--- config.mk ---
export PLATFORM = sky130hd
export DESIGN_NAME = clk_cfg
export DESIGN_NICKNAME = d
export VERILOG_FILES = /design/src/clk_cfg_pkg.sv /design/src/warn_timer.sv /design/src/clk_cfg.sv
export SDC_FILE = /design/constraint.sdc
export NUM_CORES = 1
export LEC_CHECK = 0
export BUFFER_PORTS_ARGS = -buffer_cell sky130_fd_sc_hd__buf_4
export CAP_MARGIN = 25
export CORE_ASPECT_RATIO = 0.7
export CORE_UTILIZATION = 50
export DETAILED_ROUTE_END_ITERATION = 6
export PLACE_DENSITY = 0.86
export RECOVER_POWER = 25
export REMOVE_ABC_BUFFERS = 1
export SKIP_CTS_REPAIR_TIMING = 1
export SYNTH_ARGS = -nofsm -noshare
export SYNTH_HDL_FRONTEND = slang
export SYNTH_HIERARCHICAL = 1
export SYNTH_SLANG_ARGS = --single-unit
--- constraint.sdc ---
create_clock -name clk_sys -period 3.14 [get_ports clk_sys]
set_input_delay 0.314 -clock clk_sys [delete_from_list [all_inputs] [get_ports clk_sys]]
set_output_delay 0.314 -clock clk_sys [all_outputs]
set_load 0.01 [all_outputs]
--- src/clk_cfg_pkg.sv ---
// Constants shared by the clock-rate and thermal-limit configuration block.
// Assumes a 100 MHz system clock and an AHB-Lite register bus of 32-bit words.
package clk_cfg_pkg;

    // ************************************************************
    // Register map and reset values
    // ************************************************************
    localparam logic [7:0] cfg_a_offset = 8'h00;
    localparam logic [7:0] cfg_a_reset = 8'h63;
    localparam logic [7:0] status_offset = 8'h04;
    localparam int fault_bypass_bit = 7;
    localparam int adjust_bypass_bit = 6;
    localparam int recovery_bypass_bit = 5;
    localparam int interp_lsb = 3;
    localparam int ratio_lsb = 0;

    // ************************************************************
    // Encodings
    // ************************************************************
    localparam logic [1:0] interp_up2 = 2'h0;
    localparam logic [1:0] interp_pass = 2'h1;
    localparam logic [1:0] interp_down2 = 2'h2;
    localparam logic [2:0] ratio_code_na = 3'h5;

    // ************************************************************
    // Timing
    // ************************************************************
    localparam int clk_period_ns = 10;
    localparam int warn_hold_ms = 400;
    localparam int warn_hold_cycles = warn_hold_ms * 1000000 / clk_period_ns;

    // Internal clock rates in Hz, per sampling family.
    localparam int iclk_32k_hz = 32768000;
    localparam int iclk_44k_hz = 45158400;
    localparam int iclk_48k_hz = 49152000;

    typedef enum logic [1:0]
    {
        th_normal = 2'b00,
        th_limited = 2'b01,
        th_latched = 2'b11
    } thermal_state_t;

endpackage

--- src/warn_timer.sv ---
// Counts how long the thermal warning has stood and flags when it passes the limit.
// Assumes the warning level is already synchronous to clk_sys.
`timescale 1ns/10ps
module warn_timer #(
    parameter int hold_cycles = clk_cfg_pkg::warn_hold_cycles
)
(
    input wire logic clk_sys, // System clock.
    input wire logic rst_n, // Synchronised reset, active low.
    input wire logic warn_active, // Warning present.
    output logic expired // Warning held longer than the limit.
);
    logic [31:0] count_q;

    always_ff @(posedge clk_sys or negedge rst_n)
    begin
        if (!rst_n)
            count_q <= 32'h0;
        else if (!warn_active)
            count_q <= 32'h0;
        else if (count_q <= 32'(hold_cycles))
            count_q <= count_q + 32'h1;
    end

    // Strictly longer than the limit, so expiry needs one count beyond it.
    assign expired = warn_active && (count_q > 32'(hold_cycles));

    a_count_advances: assert property (@(posedge clk_sys) disable iff (!rst_n)
        warn_active && !expired |=> count_q == $past(count_q) + 32'h1)
        else $error("Warning timer did not advance.");
endmodule

--- src/clk_cfg.sv ---
// Configuration register for clock ratio, interpolation and thermal limiting.
// Assumes a single AHB-Lite master driving single word transfers on clk_sys.
//
// Summary of operation
// - Register at 0x00 holds fault, adjust and recovery bypass, interp and ratio, reset 0x63.
// - The ratio field sets the multiplication factor of the internal clock generator.
// - With interp 00, codes 101 to 000 mean 576,128,256,384,512,768 times fs.
// - With interp 01, codes 100 to 000 mean 64,128,192,256,384 times fs; 101 is invalid.
// - With interp 1X, codes 100 to 000 mean 32,64,96,128,192 times fs; 101 is invalid.
// - The internal clock is 32.768, 45.1584 or 49.152 MHz by sampling family.
// - Sampling rates of 32, 44.1, 48, 88.2, 96, 176.4 and 192 kHz are accepted.
// - The interp field sits in bits 4:3, resets to 00 and picks first-stage oversampling.
// - Interp 00 upsamples by two, 01 passes through, 10 downsamples by two.
// - Recovery bypass is bit 5, resets to 1; 0 enables and 1 disables recovery.
// - Recovery bypass only decides limit removal and only while adjust bypass is 0.
// - With both bypasses 0, a cleared warning removes the limit and restores gain.
// - With recovery bypass 1, the limit stays until recovery bypass is 0, adjust bypass is 1 or reset.
// - With adjust bypass 0, a warning held over 400 ms imposes the -3 dB limit.
//
// The implementer's own choice: register access over AHB-Lite.
`timescale 1ns/10ps
module clk_cfg #(
    parameter int warn_hold_cycles = clk_cfg_pkg::warn_hold_cycles
)
(
    input wire logic clk_sys, // System clock, 100 MHz.
    input wire logic nrst, // Asynchronous reset, active low.
    input wire logic hsel, // AHB slave select.
    input wire logic [31:0] haddr, // AHB address.
    input wire logic [1:0] htrans, // AHB transfer type.
    input wire logic hwrite, // AHB write.
    input wire logic [2:0] hsize, // AHB size.
    input wire logic [31:0] hwdata, // AHB write data.
    input wire logic hready, // AHB bus ready.
    output logic [31:0] hrdata, // AHB read data.
    output logic hreadyout, // AHB slave ready.
    output logic hresp, // AHB response, always OKAY.
    input wire logic thermal_warning_in_n, // Thermal warning, active low.
    input wire logic sample_cfg_strobe, // Start of a new sampling configuration.
    output logic [2:0] pll_ratio_sel, // Applied ratio code.
    output logic [1:0] interp_ratio_sel, // Applied interpolation code.
    output logic [9:0] mclk_ratio, // Master clock over fs, zero when invalid.
    output logic ratio_invalid, // Applied ratio code not available.
    output logic fault_recovery_bypass, // Bypass of fault recovery.
    output logic thermal_limit_active // The -3 dB output limit is in force.
);
    // ************************************************************
    // Reset release
    // ************************************************************
    logic rst_meta_q;
    logic rst_n;

    always_ff @(posedge clk_sys or negedge nrst)
    begin
        if (!nrst)
        begin
            rst_meta_q <= 1'b0;
            rst_n <= 1'b0;
        end
        else
        begin
            rst_meta_q <= 1'b1;
            rst_n <= rst_meta_q;
        end
    end

    // ************************************************************
    // Bus slave
    // ************************************************************
    logic wr_pend_q;
    logic [7:0] addr_q;
    logic [7:0] cfg_q;
    logic [7:0] cfg_d;
    logic rd_hit;

    always_ff @(posedge clk_sys or negedge rst_n)
    begin
        if (!rst_n)
        begin
            wr_pend_q <= 1'b0;
            addr_q <= 8'h0;
        end
        else if (hready)
        begin
            wr_pend_q <= hsel && htrans[1] && hwrite;
            addr_q <= haddr[7:0];
        end
    end

    // The slave never waits; only haddr[7:0] is decoded, and other offsets in it read zero and ignore writes.
    assign hreadyout = 1'b1;
    assign hresp = 1'b0;

    always_comb
    begin
        cfg_d = cfg_q;
        if (wr_pend_q && addr_q == clk_cfg_pkg::cfg_a_offset)
            cfg_d = hwdata[7:0];
    end

    always_ff @(posedge clk_sys or negedge rst_n)
    begin
        if (!rst_n)
            cfg_q <= clk_cfg_pkg::cfg_a_reset;
        else
            cfg_q <= cfg_d;
    end

    logic adjust_bypass;
    logic recovery_bypass;
    logic [2:0] ratio_field;
    logic [1:0] interp_field;

    assign adjust_bypass = cfg_q[clk_cfg_pkg::adjust_bypass_bit];
    assign recovery_bypass = cfg_q[clk_cfg_pkg::recovery_bypass_bit];
    assign ratio_field = cfg_q[clk_cfg_pkg::ratio_lsb +: 3];
    assign interp_field = cfg_q[clk_cfg_pkg::interp_lsb +: 2];
    assign fault_recovery_bypass = cfg_q[clk_cfg_pkg::fault_bypass_bit];

    // ************************************************************
    // Clock ratio selection
    // ************************************************************
    // ratios for every interp mode, scaled down from the upsampling table
    function automatic logic [9:0] ratio_of(input logic [1:0] isel, input logic [2:0] code);
        logic [9:0] base;
        base = 10'h0;
        case (code)
            3'h5: base = (isel == clk_cfg_pkg::interp_up2) ? 10'h240 : 10'h0;
            3'h4: base = 10'h080;
            3'h3: base = 10'h100;
            3'h2: base = 10'h180;
            3'h1: base = 10'h200;
            3'h0: base = 10'h300;
            default: base = 10'h0;
        endcase
        // Each halving of the first-stage rate halves the master clock ratio.
        if (code == 3'h5)
            return base;
        else if (isel == clk_cfg_pkg::interp_up2)
            return base;
        else if (isel == clk_cfg_pkg::interp_pass)
            return {1'b0, base[9:1]};
        else
            return {2'b00, base[9:2]};
    endfunction

    logic [2:0] ratio_q;
    logic [1:0] interp_q;

    // applied ratio code and first-stage mode
    // Fields apply only at a sampling setup, so a half-written setting never glitches the loop.
    always_ff @(posedge clk_sys or negedge rst_n)
    begin
        if (!rst_n)
        begin
            ratio_q <= clk_cfg_pkg::cfg_a_reset[2:0];
            interp_q <= clk_cfg_pkg::cfg_a_reset[4:3];
        end
        else if (sample_cfg_strobe)
        begin
            ratio_q <= ratio_field;
            interp_q <= interp_field;
        end
    end

    logic [9:0] mclk_ratio_q;

    always_ff @(posedge clk_sys or negedge rst_n)
    begin
        if (!rst_n)
            mclk_ratio_q <= 10'h0;
        else
            mclk_ratio_q <= ratio_of(interp_q, ratio_q);
    end

    assign pll_ratio_sel = ratio_q;
    assign interp_ratio_sel = interp_q;
    assign mclk_ratio = mclk_ratio_q;
    assign ratio_invalid = (mclk_ratio_q == 10'h0);

    // ************************************************************
    // Thermal output limit
    // ************************************************************
    logic warn_active;
    logic warn_expired;

    assign warn_active = !thermal_warning_in_n;

    warn_timer #(
        .hold_cycles(warn_hold_cycles)
    ) u_warn_timer (
        .clk_sys(clk_sys),
        .rst_n(rst_n),
        .warn_active(warn_active),
        .expired(warn_expired)
    );

    clk_cfg_pkg::thermal_state_t th_q;
    clk_cfg_pkg::thermal_state_t th_d;

    always_comb
    begin
        th_d = th_q;
        case (th_q)
            clk_cfg_pkg::th_normal:
                if (!adjust_bypass && warn_expired)
                    th_d = clk_cfg_pkg::th_limited;
            clk_cfg_pkg::th_limited:
                if (adjust_bypass)
                    th_d = clk_cfg_pkg::th_normal;
                else if (!warn_active)
                    th_d = recovery_bypass ? clk_cfg_pkg::th_latched : clk_cfg_pkg::th_normal;
            clk_cfg_pkg::th_latched:
                if (adjust_bypass || !recovery_bypass)
                    th_d = clk_cfg_pkg::th_normal;
                else if (warn_active)
                    th_d = clk_cfg_pkg::th_limited;
            default:
                th_d = clk_cfg_pkg::th_normal;
        endcase
    end

    always_ff @(posedge clk_sys or negedge rst_n)
    begin
        if (!rst_n)
            th_q <= clk_cfg_pkg::th_normal;
        else
            th_q <= th_d;
    end

    assign thermal_limit_active = (th_q != clk_cfg_pkg::th_normal);

    // ************************************************************
    // Read data
    // ************************************************************
    logic [31:0] rdata_q;

    assign rd_hit = hready && hsel && htrans[1] && !hwrite;

    always_ff @(posedge clk_sys or negedge rst_n)
    begin
        if (!rst_n)
            rdata_q <= 32'h0;
        else if (rd_hit && haddr[7:0] == clk_cfg_pkg::cfg_a_offset)
            rdata_q <= {24'h0, cfg_d};
        else if (rd_hit && haddr[7:0] == clk_cfg_pkg::status_offset)
            rdata_q <= {19'h0, thermal_limit_active, warn_active, ratio_invalid, mclk_ratio_q};
        else if (rd_hit)
            rdata_q <= 32'h0;
    end

    assign hrdata = rdata_q;

    // ************************************************************
    // Checks
    // ************************************************************
    a_cfg_write_lands: assert property (@(posedge clk_sys) disable iff (!rst_n)
        wr_pend_q && addr_q == 8'h00 |=> cfg_q == $past(hwdata[7:0]))
        else $error("Register write not stored.");

    a_reset_value: assert property (@(posedge clk_sys)
        $rose(rst_n) |-> cfg_q == 8'h63)
        else $error("Register reset value wrong.");

    a_limit_on_expiry: assert property (@(posedge clk_sys) disable iff (!rst_n)
        th_q == clk_cfg_pkg::th_normal && !adjust_bypass && warn_expired
        |=> thermal_limit_active)
        else $error("Limit not imposed after long warning.");

    a_no_limit_bypassed: assert property (@(posedge clk_sys) disable iff (!rst_n)
        adjust_bypass && th_q == clk_cfg_pkg::th_normal |=> !thermal_limit_active)
        else $error("Limit imposed while adjustment bypassed.");

    a_recover_on_clear: assert property (@(posedge clk_sys) disable iff (!rst_n)
        th_q == clk_cfg_pkg::th_limited && !warn_active && !adjust_bypass && !recovery_bypass
        |=> !thermal_limit_active)
        else $error("Limit not removed after warning cleared.");

    a_latched_holds: assert property (@(posedge clk_sys) disable iff (!rst_n)
        th_q == clk_cfg_pkg::th_limited && !warn_active && !adjust_bypass && recovery_bypass
        |=> thermal_limit_active ##1
            (thermal_limit_active || $past(adjust_bypass) || !$past(recovery_bypass)))
        else $error("Limit released while recovery bypassed.");

    a_ratio_up_table: assert property (@(posedge clk_sys) disable iff (!rst_n)
        interp_q == 2'h0 && ratio_q == 3'h5 && $stable(ratio_q) && $stable(interp_q)
        |=> mclk_ratio == 10'd576)
        else $error("Ratio 576 not produced.");

    a_ratio_down_table: assert property (@(posedge clk_sys) disable iff (!rst_n)
        interp_q[1] && ratio_q == 3'h0 && $stable(ratio_q) && $stable(interp_q)
        |=> mclk_ratio == 10'd192)
        else $error("Ratio 192 not produced.");

    a_ratio_na_pass: assert property (@(posedge clk_sys) disable iff (!rst_n)
        interp_q == 2'h1 && ratio_q == 3'h5 && $stable(ratio_q) && $stable(interp_q)
        |=> ratio_invalid)
        else $error("Unavailable code not flagged.");
endmodule

==> results of run 1 <==
[cells by family (layout without fill, tap and decap cells)]
family | after synthesis | after routing | synth area share (%)
multiplexers | 30 | 30 | 8.311
AND/OR/NAND/NOR | 133 | 133 | 20.58
adder cells (fa/ha/maj) | 2 | 2 | 0.6595
AO/OA/AOI/OAI | 63 | 63 | 10.75
XOR/XNOR | 3 | 3 | 0.6927
flip-flops | 77 | 77 | 50.99
other | 2 | 27 | 0.1980
buffers and inverters | 53 | 90 | 7.817
[metal layers]
layer	GRT usage, %	part of all wire, %	up-vias
met1	29.40	48	1424
met4	8.488	1.3	0
met2	30.95	46	107
met3	4.589	5.3	12
li1	-	-	1367
met5	0	0	-
[worst max-delay path by stage]
stage	end	slack, ps	depth (start not counted)
global route	u_warn_timer/count_q[5]	590	6
floorplan	addr_q[0]	850	0
CTS	u_warn_timer/count_q[13]	730	6
detailed placement	u_warn_timer/count_q[13]	750	6
global placement	u_warn_timer/count_q[13]	810	6
finish	u_warn_timer/count_q[13]	710	6
[metrics by stage]
step | power, mW | hold WS [ps] | util, %
2_1_floorplan | 1.195 | 18.41 | -
3_3_place_gp | 1.287 | 96.28 | 57.37
3_5_place_dp | 1.297 | 97.67 | 57.37
4_1_cts | 2.110 | -290.2 | 60.31
5_1_grt | 2.169 | 151.5 | 60.32
6_report | 2.094 | 154.1 | 60.32
[layout make-up]
type                       instances  area [um2]  share of cell area, %
inverter                          17       63.81                  1.445
clock buffer                      10       127.6                  2.890
timing repair buffer              57       422.9                  9.578
sequential                        77        1934                  43.81
tap                               98       122.6                  2.777
clock inverter                     6       87.58                  1.984
multi-input combinational        258        1657                  37.52
[cell usage in the layout, fill, tap and decap left out, types with 11 or more instances in the layout]
| cell | instances |
|---|---|
| nor3_1 | 11 |
| o21ai_0 | 19 |
| inv_1 | 16 |
| buf_4 | 53 |
| nor2_1 | 13 |
| nand2_1 | 30 |
| conb_1 | 27 |
| mux2i_1 | 18 |
| a21oi_1 | 12 |
| dfrtp_1 | 71 |
| mux2_2 | 12 |
[critical path: stages, from the launching register on]
cell,delay (ps)
dfrtp_1,390
or4_4,570
nor3_2,160
o211ai_1,320
buf_4,300
or4_1,460
a21oi_1,150
[power by group through the flow]
stage	logic, mW	registers [mW]	clock network, mW
6_report	0.193	1.09	0.816
5_1_grt	0.214	1.09	0.860
4_1_cts	0.192	1.09	0.831
3_5_place_dp	0.191	1.11	0
3_3_place_gp	0.184	1.10	0
2_1_floorplan	0.0862	1.11	0
[registers in the layout (all words and copies together) (netlist names), 2 cells and up]
register,cells
u_warn_timer/count_q,32
hrdata,13
addr_q,8
cfg_q,8
mclk_ratio,6
pll_ratio_sel,3
interp_ratio_sel,2
th_q,2
==> flow_summary_export.csv, run 1 <==
group,metric,value,unit
outcome,status,"completed",
drt,viasPerCell,5.564,
timing,grt_setup_unrepaired,"false",
logic_synthesis,synthTopCellsByCount,"71 x dfrtp_1, 30 x nand2_1, 25 x buf_4, 19 x o21ai_0, 18 x mux2i_1",
power_and_ir_drop,p_seq_share,51.9,%
clocking,clockRootBuffer,"clkbuf_8",
timing,fmax,411.8,MHz
timing,setup_violations,0,
clocking,cts_tree,"built",
floorplanning,rows,26,
setup_path,end_kind,"register",
floorplanning,fp.coreArea,7320,um2
hold_path,whs_path_depth,2,
cells_and_area,instances_no_fill,523,
setup_path,reg2reg_depth,6,
logic_synthesis,ys.flop_type,"dfrtp_1",
grt,grt_usage,20.66,%
setup_path,r2r_setup_slack,710,ps
power_and_ir_drop,comb_power_share,9.2,%
logic_synthesis,synth-edff-count,0,
timing,fin_crit,2428,ps
floorplanning,ios,128,
clocking,cts_buffers,9,
placed_design,dp_hpwl,5.685,mm
power_and_ir_drop,switching_share,24.87,%
timing,min_period_over_period,77.34,%
floorplanning,die_y,74.88,um
drt,drt_first_iter_violations,218,
drt,wirelength,8.009,mm
clocking,htreeDepth,3,
cells_and_area,syn_to_final_growth,16.39,%
grt,antenna_found_initial,0,
logic_synthesis,yosysUniqueCellTypes,53,
drt,wl_per_cell,15.31,um
timing,tns,0,ps
cells_and_area,fillers,575,
cells_and_area,stdcell_area,4415,um2
drt,dr.pass1.iters,4,
grt,grt.overflow.total,0,
timing,hold_viol,0,
placed_design,place_inst,506,
power_and_ir_drop,p_int,1.574,mW
grt,grt_pass1_wl,12.61,mm
cells_and_area,nets,498,
logic_synthesis,syn_area_per_cell,10.45,um2
timing,setup_ws,711.7,ps
setup_path,critical_path_peak_fanout,11,
placed_design,place_area,4199,um2
setup_path,startpoint,"u_warn_timer/count_q[27]",
hold_path,hold_end,"pll_ratio_sel[0]",
power_and_ir_drop,p_per_area,474.3,nW/um2
setup_path,arrival,2710,ps
hold_path,min-delay-start,"sample_cfg_strobe",
drt,ant_nets,0,
setup_path,startpoint_type,"register",
setup_path,crit_type,"reg -> reg",
logic_synthesis,synth.most_common_cell,"dfrtp_1",
power_and_ir_drop,power.share.clock,39.0,%
drt,drc,0,
logic_synthesis,synth.area.top_cells,"dfrtp_1 47%, buf_4 4.9%, mux2i_1 4.7%",
floorplanning,start_util,51.83,%
setup_path,cp.required,3420,ps
timing,finalMaxSlewViolations,0,
timing,worst_pin_slew,1331,ps
logic_synthesis,syn_inst,363,
clocking,cts.path.max_buffers,2,
placed_design,port_buffers,50,
clocking,cts.clk_slew.worst_paths,80,ps
cells_and_area,drive_gt1_share,21.88,%
logic_synthesis,synth_top_cell_by_area,"dfrtp_1",
power_and_ir_drop,p_sw,0.5209,mW
logic_synthesis,ys_seq_elements,77,
floorplanning,design.die.area,7945,um2
logic_synthesis,synth_top_area_share,46.83,%
logic_synthesis,synth_area,3794,um2
grt,grt_max_degree,33,
hold_path,hold_class,"in -> reg",
power_and_ir_drop,peakVddDrop,350.2,uV
grt,grt_pass1_vias,2631,
clocking,clock_latency,360,ps
cells_and_area,diodes,0,
placed_design,gp_congestion,0.8228,
placed_design,pre_cts_slack,754.9,ps
setup_path,reg2reg_to,"u_warn_timer/count_q[13]",
drt,vias,2910,
setup_path,r2r-start,"u_warn_timer/count_q[27]",
timing,clock-skew-final,5.200,ps
logic_synthesis,synthArstFlopShare,100.0,%
clocking,cts_sinks,77,
run,drv_cap,0,
logic_synthesis,yosys_warnings,6,
timing,relSlewSlack,11.30,%
logic_synthesis,ys_seq_area_share,50.99,%
floorplanning,die_w,106.1,um
power_and_ir_drop,p_leak,2.050,nW
No activity file was read; power rests on OpenSTA's default activity.
==> run 2: changes to the inputs <==
--- a/config.mk
+++ b/config.mk
@@ -5,12 +5,13 @@
 export SDC_FILE = /design/constraint.sdc
 export NUM_CORES = 1
 export LEC_CHECK = 0
+export ABC_AREA = 1
 export BUFFER_PORTS_ARGS = -buffer_cell sky130_fd_sc_hd__buf_4
 export CAP_MARGIN = 25
 export CORE_ASPECT_RATIO = 0.7
-export CORE_UTILIZATION = 50
+export CORE_UTILIZATION = 53
 export DETAILED_ROUTE_END_ITERATION = 6
-export PLACE_DENSITY = 0.86
+export PLACE_DENSITY = 0.88
 export RECOVER_POWER = 25
 export REMOVE_ABC_BUFFERS = 1
 export SKIP_CTS_REPAIR_TIMING = 1
==> constraint.sdc (replaced) <==
create_clock -name clk_sys -period 2.3 [get_ports clk_sys]
set_input_delay 0.23 -clock clk_sys [delete_from_list [all_inputs] [get_ports clk_sys]]
set_output_delay 0.23 -clock clk_sys [all_outputs]
set_load 0.01 [all_outputs]
==> flow_summary_export.csv, run 2 <==
group,metric,value,unit
outcome,status,"complete, but fails checks",
outcome,violations,"max-capacitance violations, max-slew violations",
floorplanning,die_y,79.50,um
cells_and_area,syn_to_final_growth,15.27,%
timing,whs,100.1,ps
power_and_ir_drop,p_sw,0.7500,mW
timing,fin_crit,1973,ps
cells_and_area,fillers,666,
floorplanning,ios,128,
clocking,cts.path.max_buffers,2,
power_and_ir_drop,p_seq_share,44.2,%
floorplanning,design.die.area,8959,um2
floorplanning,die_w,112.7,um
logic_synthesis,yosysUniqueCellTypes,33,
setup_path,cp.required,2570,ps
logic_synthesis,synth.area.top_cells,"dfrtp_1 39%, nand2_1 16%, nand3_1 8.3%",
timing,grt_setup_unrepaired,"false",
grt,grt_usage,24.13,%
timing,finalMaxSlewViolations,76,
grt,grt.overflow.total,0,
power_and_ir_drop,p_per_area,625.6,nW/um2
logic_synthesis,ys_seq_area_share,42.54,%
power_and_ir_drop,p_leak,2.698,nW
logic_synthesis,syn_area_per_cell,7.322,um2
hold_path,hold_class,"in -> reg",
clocking,clock_latency,330,ps
placed_design,port_buffers,50,
floorplanning,start_util,56.31,%
drt,vias,4084,
placed_design,pre_cts_slack,-21.59,ps
logic_synthesis,syn_inst,621,
floorplanning,rows,27,
floorplanning,fp.coreArea,8074,um2
placed_design,gp_congestion,0.8947,
power_and_ir_drop,power.share.clock,46.8,%
clocking,htreeDepth,3,
logic_synthesis,synthTopCellsByCount,"193 x nand2_1, 80 x nor2_1, 75 x nand3_1, 71 x dfrtp_1, 68 x inv_1",
logic_synthesis,synth_area,4547,um2
power_and_ir_drop,p_int,2.529,mW
cells_and_area,drive_gt1_share,15.52,%
logic_synthesis,synthArstFlopShare,100.0,%
logic_synthesis,synth-edff-count,0,
cells_and_area,final_cell_mix,"193 x nand2_1, 80 x nor2_1, 75 x nand3_1",
timing,relSlewSlack,-8.702,%
drt,drt_first_iter_violations,605,
grt,antenna_found_initial,0,
power_and_ir_drop,comb_power_share,9.0,%
drt,wirelength,10.37,mm
setup_path,critical_path_peak_fanout,16,
cells_and_area,largest_register_ffs,32,
timing,worst_pin_slew,1631,ps
setup_path,end_kind,"register",
drt,wl_per_cell,13.23,um
cells_and_area,nets,756,
clocking,clockRootBuffer,"clkbuf_16",
drt,viasPerCell,5.209,
drt,drc,0,
timing,fmax,506.7,MHz
logic_synthesis,synth.most_common_cell,"nand2_1",
timing,min_period_over_period,85.80,%
setup_path,arrival,2240,ps
logic_synthesis,synth_top_cell_by_area,"dfrtp_1",
grt,grt_max_degree,76,
power_and_ir_drop,switching_share,22.88,%
clocking,cts_sinks,77,
setup_path,crit_type,"reg -> reg",
timing,tns,0,ps
setup_path,startpoint_type,"register",
clocking,cts.clk_slew.worst_paths,60,ps
run,drv_cap,1,
clocking,cts_tree,"built",
clocking,cts_buffers,9,
cells_and_area,regMostFlops,"u_warn_timer/count_q",
cells_and_area,final_common_cell,"nand2_1",
timing,setup_ws,326.5,ps
logic_synthesis,ys.flop_type,"dfrtp_1",
timing,clock-skew-final,6.036,ps
drt,dr.pass1.iters,5,
logic_synthesis,ys_seq_elements,77,
drt,ant_nets,0,
cells_and_area,diodes,0,
power_and_ir_drop,peakVddDrop,479.6,uV
grt,grt_pass1_vias,3646,
logic_synthesis,yosys_warnings,6,
logic_synthesis,synth_top_area_share,39.08,%
grt,grt_pass1_wl,16.96,mm
timing,hold_viol,0,
timing,setup_violations,0,
placed_design,dp_hpwl,7.254,mm
[run 2: layout make-up]
class                           instances  area (um2)  share of cell area (%)
Tap cell                              101       126.4                   2.411
Clock inverter                          3       67.56                   1.289
Inverter                               71       269.0                   5.132
Multi-Input combinational cell        460        2143                   40.89
Timing Repair Buffer                   59       439.2                   8.379
Sequential cell                        77        1936                   36.93
Clock buffer                           13       260.3                   4.965
[run 2: path summary, 6_finish.rpt]
kind	start	endpoint	slack (ps)	cells past startpoint
setup / recovery	u_warn_timer/count_q[0]	u_warn_timer/count_q[18]	330	11
hold / removal	thermal_warning_in_n	hrdata[11]	100	2
setup reg to reg	u_warn_timer/count_q[0]	u_warn_timer/count_q[18]	330	11
hold reg to reg	rst_meta_q	rst_n	350	0
max in group asynchronous	rst_n	u_warn_timer/count_q[17]	540	1
min in group asynchronous	nrst	rst_meta_q	210	2
[run 2: logic make-up after synthesis]
family	share of synthesized area, %
AND/OR/NAND/NOR	38.94
buffers and inverters	12.52
other	0.1652
adder cells (fa/ha/maj)	0.5503
AO/OA/AOI/OAI	3.164
XOR/XNOR	2.119
flip-flops	42.54
[run 2: worst max-delay path, cell delays in order, from the launching register on]
cell and delay (ps):
dfrtp_1 420, inv_1 130, ha_1 170, nand2_1 50, nor2_1 90, nand2_1 100
nor2_2 230, nor2_4 90, nand2_4 200, buf_4 260, nand2_1 100, nand2_1 60
[run 2: power by group through the flow]
stage | clock, mW | sequential [mW] | combinational, mW
finish | 1.53 | 1.45 | 0.294
global route | 1.61 | 1.46 | 0.330
CTS | 1.56 | 1.45 | 0.291
detailed placement | 0 | 1.47 | 0.289
global placement | 0 | 1.47 | 0.279
floorplan | 0 | 1.49 | 0.141
[run 2: metrics by stage]
step / area, um2 / utilization [%] / std cells / total power, mW
after global placement: 4893 / 60.61 / 763 / 1.750
after detailed placement: 4893 / 60.61 / 763 / 1.762
after floorplan: 4340 / - / 607 / 1.633
final: 5241 / 64.92 / 784 / 3.279
after CTS: 5221 / 64.67 / 779 / 3.299
after global routing: 5241 / 64.92 / 784 / 3.398
[run 2: metal layers]
metal | vias up | routed length [um] | global-route usage, %
met5 | - | 0 | 0
met4 | 0 | 153 | 9.333
met3 | 16 | 951 | 6.226
met2 | 190 | 4511 | 35.49
met1 | 1889 | 4752 | 34.05
li1 | 1989 | - | -
